===== config.mk =====
export PLATFORM = sky130hd
export DESIGN_NAME = wdc_top
export DESIGN_NICKNAME = d
export VERILOG_FILES = /design/src/verilog/wdc_pkg.sv /design/src/verilog/wdc_top.sv
export SDC_FILE = /design/constraint.sdc
export NUM_CORES = 1
export LEC_CHECK = 0
export ABC_AREA = 1
export BUFFER_PORTS_ARGS = -buffer_cell sky130_fd_sc_hd__buf_2
export CAP_MARGIN = 5
export CORE_MARGIN = 2
export CORE_UTILIZATION = 57
export DETAILED_ROUTE_END_ITERATION = 7
export GPL_ROUTABILITY_DRIVEN = 0
export PLACE_DENSITY = 0.82
export SYNTH_ARGS = -nofsm -noshare
export SYNTH_HDL_FRONTEND = slang
export SYNTH_SLANG_ARGS = --single-unit

===== constraint.sdc =====
create_clock -name core_clk_i -period 4.3 [get_ports core_clk_i]
set_input_delay 0.43 -clock core_clk_i [delete_from_list [all_inputs] [get_ports core_clk_i]]
set_output_delay 0.43 -clock core_clk_i [all_outputs]
set_load 0.01 [all_outputs]

===== src/verilog/wdc_pkg.sv =====
package wdc_pkg;

  // ------------------------------------------------
  // Register byte offsets on the APB bus.
  // ------------------------------------------------
  localparam logic [7:0] OFS_OSC = 8'h00;
  localparam logic [7:0] OFS_OSC_INV = 8'h04;
  localparam logic [7:0] OFS_LIM = 8'h08;
  localparam logic [7:0] OFS_LIM_INV = 8'h0c;
  localparam logic [7:0] OFS_TIM = 8'h10;
  localparam logic [7:0] OFS_TIM_INV = 8'h14;
  localparam logic [7:0] OFS_IRQ_STAT = 8'h18;
  localparam logic [7:0] OFS_IRQ_CLR = 8'h1c;
  localparam logic [7:0] OFS_IRQ_EN = 8'h20;

  // ------------------------------------------------
  // Field positions (low bit of each field).
  // ------------------------------------------------
  localparam int ERR_LIM_LSB = 14;
  localparam int RFR_LIM_LSB = 11;
  localparam int IMPACT_LSB = 8;
  localparam int RFR_CNT_LSB = 4;
  localparam int ERR_CNT_LSB = 0;
  localparam int WIN_LSB = 12;
  localparam int SPLIT_LSB = 8;
  localparam int OSC_LSB = 0;

  // ------------------------------------------------
  // Reset values: fields zero, complements inverse.
  // ------------------------------------------------
  localparam logic [1:0] RST_2B = 2'h0;
  localparam logic [2:0] RST_3B = 3'h0;
  localparam logic [3:0] RST_4B = 4'h0;
  localparam logic [2:0] IRQ_NONE = 3'h0;

  // Interrupt status bit positions.
  localparam int EV_GOOD = 0;
  localparam int EV_BAD = 1;
  localparam int EV_FAIL = 2;

  // Failure consequence codes.
  typedef enum logic [1:0] {
    WDC_STAY_A = 2'b00,
    WDC_INIT_RUN = 2'b01,
    WDC_DEEP_SAFE = 2'b10,
    WDC_STAY_B = 2'b11
  } wdc_impact_type;

  // Settings currently in force.
  typedef struct packed {
    logic [1:0] err_ceiling;
    logic [1:0] rfr_ceiling;
    wdc_impact_type impact;
    logic [3:0] period;
    logic [2:0] split;
    logic [3:0] osc;
  } wdc_cfg_type;

endpackage


===== src/verilog/wdc_top.sv =====
// Local design decisions: the address map and the APB register port.
`timescale 1ns/100ps

// Notes on behaviour
// [RQ1] Error ceiling codes give 8, 6, 4, 2.
// [RQ2] Error ceiling applies only with inverse match.
// [RQ3] Refresh ceiling codes give 6, 4, 2, 1.
// [RQ4] Refresh ceiling applies only with inverse match.
// [RQ5] Failure steers safety machine per impact code.
// [RQ6] Impact code applies only with inverse match.
// [RQ7] Three-bit refresh tally clears to zero at the ceiling.
// [RQ8] Four-bit fault tally reads current count.
// [RQ9] Window length code applies with inverse match.
// [RQ10] Closed/open split from three-bit code.
// [RQ11] Split code applies only with inverse match.
// [RQ12] Oscillator select applies with inverse match.
// [RQ13] Reset returns every field to default.
// [RQ14] Servicer answers seed or its inverse.
// [RQ15] Mismatch keeps previous applied setting.
module wdc_top (
  input wire logic core_clk_i,
  input wire logic nrst_i,
  input wire logic psel_i,
  input wire logic penable_i,
  input wire logic pwrite_i,
  input wire logic [7:0] paddr_i,
  input wire logic [31:0] pwdata_i,
  output logic [31:0] prdata_o,
  output logic pready_o,
  output logic pslverr_o,
  input wire logic good_refresh_i,
  input wire logic bad_refresh_i,
  output logic [10:0] period_ms_o,
  output logic [4:0] closed_16th_o,
  output logic [3:0] osc_sel_o,
  output logic init_run_req_o,
  output logic deep_safe_req_o,
  output logic irq_o
);
  // ------------------------------------------------
  // Written fields and their complements.
  // ------------------------------------------------
  logic [1:0] error_count_ceiling;
  logic [1:0] error_count_ceiling_inv;
  logic [1:0] refresh_count_ceiling;
  logic [1:0] refresh_count_ceiling_inv;
  logic [1:0] failure_consequence;
  logic [1:0] failure_consequence_inv;
  logic [3:0] service_period_length;
  logic [3:0] service_period_length_inv;
  logic [2:0] closed_open_split;
  logic [2:0] closed_open_split_inv;
  logic [3:0] osc_freq_select;
  logic [3:0] osc_freq_select_inv;

  // Settings in force, and the live counters.
  wdc_pkg::wdc_cfg_type cfg;
  logic [2:0] good_refresh_tally;
  logic [3:0] fault_tally;

  // Interrupt status and enable.
  logic [2:0] irq_stat;
  logic [2:0] irq_en;

  // Decoded ceilings and the failure event.
  logic [3:0] err_max;
  logic [2:0] rfr_max;
  logic fail_now;

  // Bus strobes.
  logic wr_en;
  logic rd_en;
  logic [31:0] next_rdata;
  logic next_err;

  // ------------------------------------------------
  // APB slave
  // ------------------------------------------------
  // Strobes fire at the access edge that ends a transfer.
  assign wr_en = psel_i & penable_i & pready_o & pwrite_i;
  assign rd_en = psel_i & penable_i & pready_o & ~pwrite_i;

  // Ready rises in the access cycle and lasts one cycle: no wait, no stale ready later.
  always_ff @(posedge core_clk_i or negedge nrst_i) begin
    if (!nrst_i) begin
      pready_o <= 1'b0;
    end else begin
      pready_o <= psel_i & ~penable_i;
    end
  end

  // Read mux; fields sit at their positions, others read zero.
  always_comb begin
    next_rdata = 32'h0;
    next_err = 1'b0;
    case (paddr_i)
      wdc_pkg::OFS_OSC: begin
        next_rdata[wdc_pkg::OSC_LSB +: 4] = osc_freq_select;
      end
      wdc_pkg::OFS_OSC_INV: begin
        next_rdata[wdc_pkg::OSC_LSB +: 4] = osc_freq_select_inv;
      end
      wdc_pkg::OFS_LIM: begin
        next_rdata[wdc_pkg::ERR_LIM_LSB +: 2] = error_count_ceiling;
        next_rdata[wdc_pkg::RFR_LIM_LSB +: 2] = refresh_count_ceiling;
        next_rdata[wdc_pkg::IMPACT_LSB +: 2] = failure_consequence;
        next_rdata[wdc_pkg::RFR_CNT_LSB +: 3] = good_refresh_tally; // [RQ7]
        next_rdata[wdc_pkg::ERR_CNT_LSB +: 4] = fault_tally; // [RQ8]
      end
      wdc_pkg::OFS_LIM_INV: begin
        next_rdata[wdc_pkg::ERR_LIM_LSB +: 2] = error_count_ceiling_inv;
        next_rdata[wdc_pkg::RFR_LIM_LSB +: 2] = refresh_count_ceiling_inv;
        next_rdata[wdc_pkg::IMPACT_LSB +: 2] = failure_consequence_inv;
      end
      wdc_pkg::OFS_TIM: begin
        next_rdata[wdc_pkg::WIN_LSB +: 4] = service_period_length;
        next_rdata[wdc_pkg::SPLIT_LSB +: 3] = closed_open_split;
      end
      wdc_pkg::OFS_TIM_INV: begin
        next_rdata[wdc_pkg::WIN_LSB +: 4] = service_period_length_inv;
        next_rdata[wdc_pkg::SPLIT_LSB +: 3] = closed_open_split_inv;
      end
      wdc_pkg::OFS_IRQ_STAT: begin
        next_rdata[2:0] = irq_stat;
      end
      wdc_pkg::OFS_IRQ_CLR: begin
        // Write-only; reads return the zero set above.
      end
      wdc_pkg::OFS_IRQ_EN: begin
        next_rdata[2:0] = irq_en;
      end
      default: begin
        // Unmapped offsets answer with an error.
        next_err = 1'b1;
      end
    endcase
  end

  // Read data and error are registered in the setup cycle.
  always_ff @(posedge core_clk_i or negedge nrst_i) begin
    if (!nrst_i) begin
      prdata_o <= 32'h0;
      pslverr_o <= 1'b0;
    end else if (psel_i & ~penable_i) begin
      prdata_o <= pwrite_i ? 32'h0 : next_rdata;
      pslverr_o <= next_err;
    end else begin
      pslverr_o <= 1'b0;
    end
  end

  // ------------------------------------------------
  // Written fields
  // ------------------------------------------------
  // Every field and complement returns to default on reset.
  always_ff @(posedge core_clk_i or negedge nrst_i) begin
    if (!nrst_i) begin
      error_count_ceiling <= wdc_pkg::RST_2B; // [RQ13]
      error_count_ceiling_inv <= ~wdc_pkg::RST_2B;
      refresh_count_ceiling <= wdc_pkg::RST_2B;
      refresh_count_ceiling_inv <= ~wdc_pkg::RST_2B;
      failure_consequence <= wdc_pkg::RST_2B;
      failure_consequence_inv <= ~wdc_pkg::RST_2B;
      service_period_length <= wdc_pkg::RST_4B;
      service_period_length_inv <= ~wdc_pkg::RST_4B;
      closed_open_split <= wdc_pkg::RST_3B;
      closed_open_split_inv <= ~wdc_pkg::RST_3B;
      osc_freq_select <= wdc_pkg::RST_4B;
      osc_freq_select_inv <= ~wdc_pkg::RST_4B;
    end else if (wr_en) begin
      case (paddr_i)
        wdc_pkg::OFS_OSC: begin
          osc_freq_select <= pwdata_i[wdc_pkg::OSC_LSB +: 4];
        end
        wdc_pkg::OFS_OSC_INV: begin
          osc_freq_select_inv <= pwdata_i[wdc_pkg::OSC_LSB +: 4];
        end
        wdc_pkg::OFS_LIM: begin
          // The tallies are read-only; their bits are dropped.
          error_count_ceiling <= pwdata_i[wdc_pkg::ERR_LIM_LSB +: 2];
          refresh_count_ceiling <= pwdata_i[wdc_pkg::RFR_LIM_LSB +: 2];
          failure_consequence <= pwdata_i[wdc_pkg::IMPACT_LSB +: 2];
        end
        wdc_pkg::OFS_LIM_INV: begin
          error_count_ceiling_inv <= pwdata_i[wdc_pkg::ERR_LIM_LSB +: 2];
          refresh_count_ceiling_inv <= pwdata_i[wdc_pkg::RFR_LIM_LSB +: 2];
          failure_consequence_inv <= pwdata_i[wdc_pkg::IMPACT_LSB +: 2];
        end
        wdc_pkg::OFS_TIM: begin
          service_period_length <= pwdata_i[wdc_pkg::WIN_LSB +: 4];
          closed_open_split <= pwdata_i[wdc_pkg::SPLIT_LSB +: 3];
        end
        wdc_pkg::OFS_TIM_INV: begin
          service_period_length_inv <= pwdata_i[wdc_pkg::WIN_LSB +: 4];
          closed_open_split_inv <= pwdata_i[wdc_pkg::SPLIT_LSB +: 3];
        end
        default: begin
          // Other offsets hold no field here.
        end
      endcase
    end
  end

  // ------------------------------------------------
  // Applied settings
  // ------------------------------------------------
  // A field is copied only while its complement matches exactly.
  // Checking every cycle lets software write the pair in either order.
  always_ff @(posedge core_clk_i or negedge nrst_i) begin
    if (!nrst_i) begin
      cfg <= '0; // [RQ13]
    end else begin
      if (error_count_ceiling == ~error_count_ceiling_inv) begin
        cfg.err_ceiling <= error_count_ceiling; // [RQ2]
      end
      if (refresh_count_ceiling == ~refresh_count_ceiling_inv) begin
        cfg.rfr_ceiling <= refresh_count_ceiling; // [RQ4]
      end
      if (failure_consequence == ~failure_consequence_inv) begin
        cfg.impact <= wdc_pkg::wdc_impact_type'(failure_consequence); // [RQ6]
      end
      if (service_period_length == ~service_period_length_inv) begin
        cfg.period <= service_period_length; // [RQ9]
      end
      if (closed_open_split == ~closed_open_split_inv) begin
        cfg.split <= closed_open_split; // [RQ11]
      end
      if (osc_freq_select == ~osc_freq_select_inv) begin
        cfg.osc <= osc_freq_select; // [RQ12]
      end
      // A mismatch simply skips the copy, keeping the old value. [RQ15]
    end
  end

  // ------------------------------------------------
  // Ceiling decode
  // ------------------------------------------------
  // Error ceiling in counted errors.
  always_comb begin
    case (cfg.err_ceiling)
      2'b00: err_max = 4'h8; // [RQ1]
      2'b01: err_max = 4'h6;
      2'b10: err_max = 4'h4;
      default: err_max = 4'h2;
    endcase
  end

  // Refresh ceiling in good refreshes.
  always_comb begin
    case (cfg.rfr_ceiling)
      2'b00: rfr_max = 3'h6; // [RQ3]
      2'b01: rfr_max = 3'h4;
      2'b10: rfr_max = 3'h2;
      default: rfr_max = 3'h1;
    endcase
  end

  // ------------------------------------------------
  // Counters
  // ------------------------------------------------
  // Failure fires when a bad refresh brings errors to the ceiling.
  assign fail_now = bad_refresh_i & ((fault_tally + 4'h1) >= err_max);

  // Good refreshes count up; reaching the ceiling forgives one error.
  // A bad refresh wins if both pulses arrive together.
  always_ff @(posedge core_clk_i or negedge nrst_i) begin
    if (!nrst_i) begin
      good_refresh_tally <= wdc_pkg::RST_3B; // [RQ13]
      fault_tally <= wdc_pkg::RST_4B;
    end else if (bad_refresh_i) begin
      good_refresh_tally <= wdc_pkg::RST_3B;
      if (fail_now) begin
        fault_tally <= wdc_pkg::RST_4B;
      end else if (fault_tally != 4'hf) begin
        fault_tally <= fault_tally + 4'h1; // [RQ8]
      end
    end else if (good_refresh_i) begin
      if ((good_refresh_tally + 3'h1) >= rfr_max) begin
        good_refresh_tally <= wdc_pkg::RST_3B;
        if (fault_tally != 4'h0) begin
          fault_tally <= fault_tally - 4'h1;
        end
      end else begin
        // Below the ceiling (at most 6) the 3-bit add never reaches 7, so it never wraps.
        good_refresh_tally <= good_refresh_tally + 3'h1; // [RQ7]
      end
    end
  end

  // ------------------------------------------------
  // Failure consequence
  // ------------------------------------------------
  // Codes 00 and 11 leave the safety machine alone.
  always_ff @(posedge core_clk_i or negedge nrst_i) begin
    if (!nrst_i) begin
      init_run_req_o <= 1'b0;
      deep_safe_req_o <= 1'b0;
    end else begin
      init_run_req_o <= fail_now & (cfg.impact == wdc_pkg::WDC_INIT_RUN); // [RQ5]
      deep_safe_req_o <= fail_now & (cfg.impact == wdc_pkg::WDC_DEEP_SAFE); // [RQ5]
    end
  end

  // ------------------------------------------------
  // Timing outputs
  // ------------------------------------------------
  // Window length in ms; zero means the window is infinite.
  always_ff @(posedge core_clk_i or negedge nrst_i) begin
    if (!nrst_i) begin
      period_ms_o <= 11'h0;
    end else begin
      case (cfg.period)
        4'h1: period_ms_o <= 11'h1; // [RQ9]
        4'h2: period_ms_o <= 11'h2;
        4'h3: period_ms_o <= 11'h3;
        4'h4: period_ms_o <= 11'h4;
        4'h5: period_ms_o <= 11'h6;
        4'h6: period_ms_o <= 11'h8;
        4'h7: period_ms_o <= 11'hc;
        4'h8: period_ms_o <= 11'h10;
        4'h9: period_ms_o <= 11'h18;
        4'ha: period_ms_o <= 11'h20;
        4'hb: period_ms_o <= 11'h40;
        4'hc: period_ms_o <= 11'h80;
        4'hd: period_ms_o <= 11'h100;
        4'he: period_ms_o <= 11'h200;
        4'hf: period_ms_o <= 11'h400;
        default: period_ms_o <= 11'h0;
      endcase
    end
  end

  // Closed part of the window in sixteenths; the rest is open.
  always_ff @(posedge core_clk_i or negedge nrst_i) begin
    if (!nrst_i) begin
      closed_16th_o <= 5'h5;
    end else begin
      case (cfg.split)
        3'h0: closed_16th_o <= 5'h5; // [RQ10]
        3'h1: closed_16th_o <= 5'h6;
        3'h3: closed_16th_o <= 5'ha;
        3'h4: closed_16th_o <= 5'hb;
        default: closed_16th_o <= 5'h8;
      endcase
    end
  end

  // Oscillator selection in force.
  always_ff @(posedge core_clk_i or negedge nrst_i) begin
    if (!nrst_i) begin
      osc_sel_o <= wdc_pkg::RST_4B;
    end else begin
      osc_sel_o <= cfg.osc; // [RQ12]
    end
  end

  // ------------------------------------------------
  // Interrupts
  // ------------------------------------------------
  // Sticky status; a new event wins over a clear in the same cycle.
  always_ff @(posedge core_clk_i or negedge nrst_i) begin
    if (!nrst_i) begin
      irq_stat <= wdc_pkg::IRQ_NONE;
    end else begin
      for (int i = 0; i < 3; i++) begin
        if (wr_en && paddr_i == wdc_pkg::OFS_IRQ_CLR && pwdata_i[i]) begin
          irq_stat[i] <= 1'b0;
        end
      end
      if (good_refresh_i) begin
        irq_stat[wdc_pkg::EV_GOOD] <= 1'b1;
      end
      if (bad_refresh_i) begin
        irq_stat[wdc_pkg::EV_BAD] <= 1'b1;
      end
      if (fail_now) begin
        irq_stat[wdc_pkg::EV_FAIL] <= 1'b1;
      end
    end
  end

  // Enable register.
  always_ff @(posedge core_clk_i or negedge nrst_i) begin
    if (!nrst_i) begin
      irq_en <= wdc_pkg::IRQ_NONE;
    end else if (wr_en && paddr_i == wdc_pkg::OFS_IRQ_EN) begin
      irq_en <= pwdata_i[2:0];
    end
  end

  // Level output, one cycle behind the status it reflects.
  always_ff @(posedge core_clk_i or negedge nrst_i) begin
    if (!nrst_i) begin
      irq_o <= 1'b0;
    end else begin
      irq_o <= |(irq_stat & irq_en);
    end
  end
endmodule


==> run summary <==
TritonCTS Buffers - 9
I/O pins - 104
PD cells - 334 mW/mm^2
CTS Buffer Depth - 2
Post-synth EDFFs - 0
critical path data arrival time - 2.49 ns
Syn Area/Cell - 8.65 sq um
cell repeated most along the worst path - nand2_1
first-pass GRT wire length - 18300 microns
ys flop type - dfrtp_1
Mapped Cells - 608
Detailed Routing Iterations Pass 1 - 5
DP Area - 0.00559 sq mm
Max Freq - 458 MHz
# setup viols final - 0
Worst Tran Pin Value - 0.936 ns
I/O Buffers - 65
Clock Tree Root - clkbuf_8
clock latency on the worst-skew pair - 0.37 ns
final count of pins violating max slew - 0
H-tree depth - 3
most common cell after layout, fill and taps aside - nand2_1
Max-slew headroom - 37.6%
ratio of cells with drive above 1 in the final layout - 23.1%
startpoint class of the critical path - register
nets - 735
slowest stage delay, CP - 0.49 ns
gr usage total - 23.0%
max cap viols - 0
Avg WL per Cell - 13.8 microns
Hold WC Path Type - in2async
die area - 0.0100 sq mm
Setup TNS - 0 ns
DP Wirelength - 8020 microns
R2R setup slack - 2.12 ns
Required @ worst endpoint - 4.61 ns
leak pwr - 3.16 nW
Seq cells post-synth - 103
Die Height - 100 microns
Post-Place Setup Slack - 2.18 ns
register area share after synthesis - 49.5%
starting density of the core - 57.7%
Cell variety after synth - 37
WL final - 10900 microns
final hold viol count - 0
clock slew at reported path FFs - 0.11 ns
crit path kind - reg2reg
Async SR Flop Fraction - 100%
critical path's slowest cell - dfrtp_1
Die X - 100 microns
largest net degree at the start of global routing - 77
vias in the first global route - 3974
fin crit period - 2.18 ns
worst hold slack - 0.172 ns
DR DRC count - 0
VDD IR max - 0.150 mV
CTS tree - done
main area contributors after synthesis - dfrtp_1, nand2_1, dfstp_2, inv_1, o21ai_2
CP Max Fanout - 8
final core utilization - 63.7%
Ys Warns - 0
outcome - finished clean
Synth-to-Final Area Change - 10.4%
Antenna Nets Post-Route - 0
leading area contributor after synthesis - dfrtp_1
Final Cycle Share - 50.7%
clock skew - 0.0142 ns
Yosys top cell area share - 40.0%
CTS resizes - 0
post-CTS setup buffer count - 0
Core Area - 0.00911 sq mm
CTS Hold Buffers Added - 0
via count - 4164
GRT overflow - 0
final worst slack - 2.12 ns
FP Rows - 35
CP Capture Type - register
initial antenna violation count - 0
ANT cells - 0
vias per std cell - 5.26
clk sinks - 103
most frequent cells in the layout - nand2_1, dfrtp_1, inv_1
critical-path cell list - ha_1 > xnor2_1 > inv_1 > ha_1 > nand2_1 > inv_1 > nand2_1 > nand3_1 > nor2_1 > inv_1 > nand3_1 > nand2_1 > nand2_1
Final Instance Area - 0.00580 sq mm
RSZ-0062 raised after global routing - false
Syn Std Cell Area - 0.00526 sq mm
Initial DRC Count - 243
area by class of cell:
| cell class | instances | area (sq um) |
|---|---|---|
| well taps | 111 | 139 |
| fillers | 734 | 3310 |
| inverters | 78 | 295 |
| flip-flops and latches | 103 | 2600 |
| repair buffers | 66 | 335 |
| clock buffers | 9 | 124 |
| clock inverters | 7 | 88.8 |
| multi-input cells | 417 | 2220 |
cell usage after synthesis (2+ instances only):
cell and number:
a21oi_1 9, buf_4 19, buf_6 4, clkbuf_1 2, dfrtp_1 84, dfstp_2 19, ha_1 13, inv_1 76
nand2_1 186, nand2_2 4, nand2_4 4, nand3_1 29, nand3_2 3, nand4_1 4, nor2_1 30, nor2_2 3
nor2_4 11, nor3_1 5, o21ai_0 38, o21ai_2 26, o21bai_1 4, o31ai_1 3, or2_2 2, xnor2_1 3
xor2_1 15
metal layers:
| metal | track usage (%) | wire, microns | vias up |
|---|---|---|---|
| li1 | - | - | 2014 |
| met2 | 38.3 | 5290 | 158 |
| met5 | 0 | 0 | - |
| met1 | 29.7 | 4650 | 1959 |
| met4 | 11.0 | 330 | 0 |
| met3 | 3.55 | 626 | 33 |
power breakdown:
part	switching, W	internal (W)	total [W]
sequential	0.0000433	0.000992	0.00103
clock	0.000362	0.000282	0.000645
combinational	0.000172	0.0000884	0.000260
sequential cells by signal, summed over array words and instances (netlist names), 3 cells and up:
name and count:
osc_freq_select_inv 4, osc_sel_o 4, service_period_length 4, prdata_o 15
period_ms_o 11, closed_open_split 3, cfg 17, good_refresh_tally 3
closed_open_split_inv 3, fault_tally 4, irq_stat 3, osc_freq_select 4
closed_16th_o 4, service_period_length_inv 4, irq_en 3
stage by stage:
| stage | std cells | total power (W) |
|---|---|---|
| global placement | 775 | 0.00129 |
| finish | 791 | 0.00194 |
| floorplan | 625 | 0.00124 |
| CTS | 791 | 0.00195 |
| detailed placement | 775 | 0.00131 |
| global route | 791 | 0.00203 |
logic make-up (layout without fill, tap and decap cells):
logic type,count (synthesis),count (layout),share of synthesized area (%)
and+or+nand+nor,283,283,24.3
buffers and inverters,105,160,9.52
DFF,103,103,49.5
AOI/OAI and AO/OA,84,84,10.3
xor gates and xnor gates,18,18,3.00
adders and majority gates,13,13,3.09
other,1,18,0.0713
muxes,1,1,0.214
worst max-delay path, delay by kind of cell (launching register included):
family	cells	cell delay, ns
xor+xnor	1	0.22
fa+ha+maj	2	0.58
buf+inv	3	0.16
flops	1	0.49
simple gates	7	0.66
worst paths after layout:
path / start / to / cells after the start
max: fault_tally[0]$_DFFE_PN0P_ / fault_tally[1]$_DFFE_PN0P_ / 13
min: nrst_i / osc_sel_o[1]$_DFF_PN0_ / 1
max reg2reg: fault_tally[0]$_DFFE_PN0P_ / fault_tally[1]$_DFFE_PN0P_ / 13
min reg2reg: cfg[0]$_DFFE_PN0N_ / osc_sel_o[0]$_DFF_PN0_ / 0
max in group asynchronous: nrst_i / refresh_count_ceiling_inv[0]$_DFFE_PN1P_ / 2
min in group core_clk_i: penable_i / pready_o$_DFF_PN0_ / 2
(Power assumes the default switching activity.)
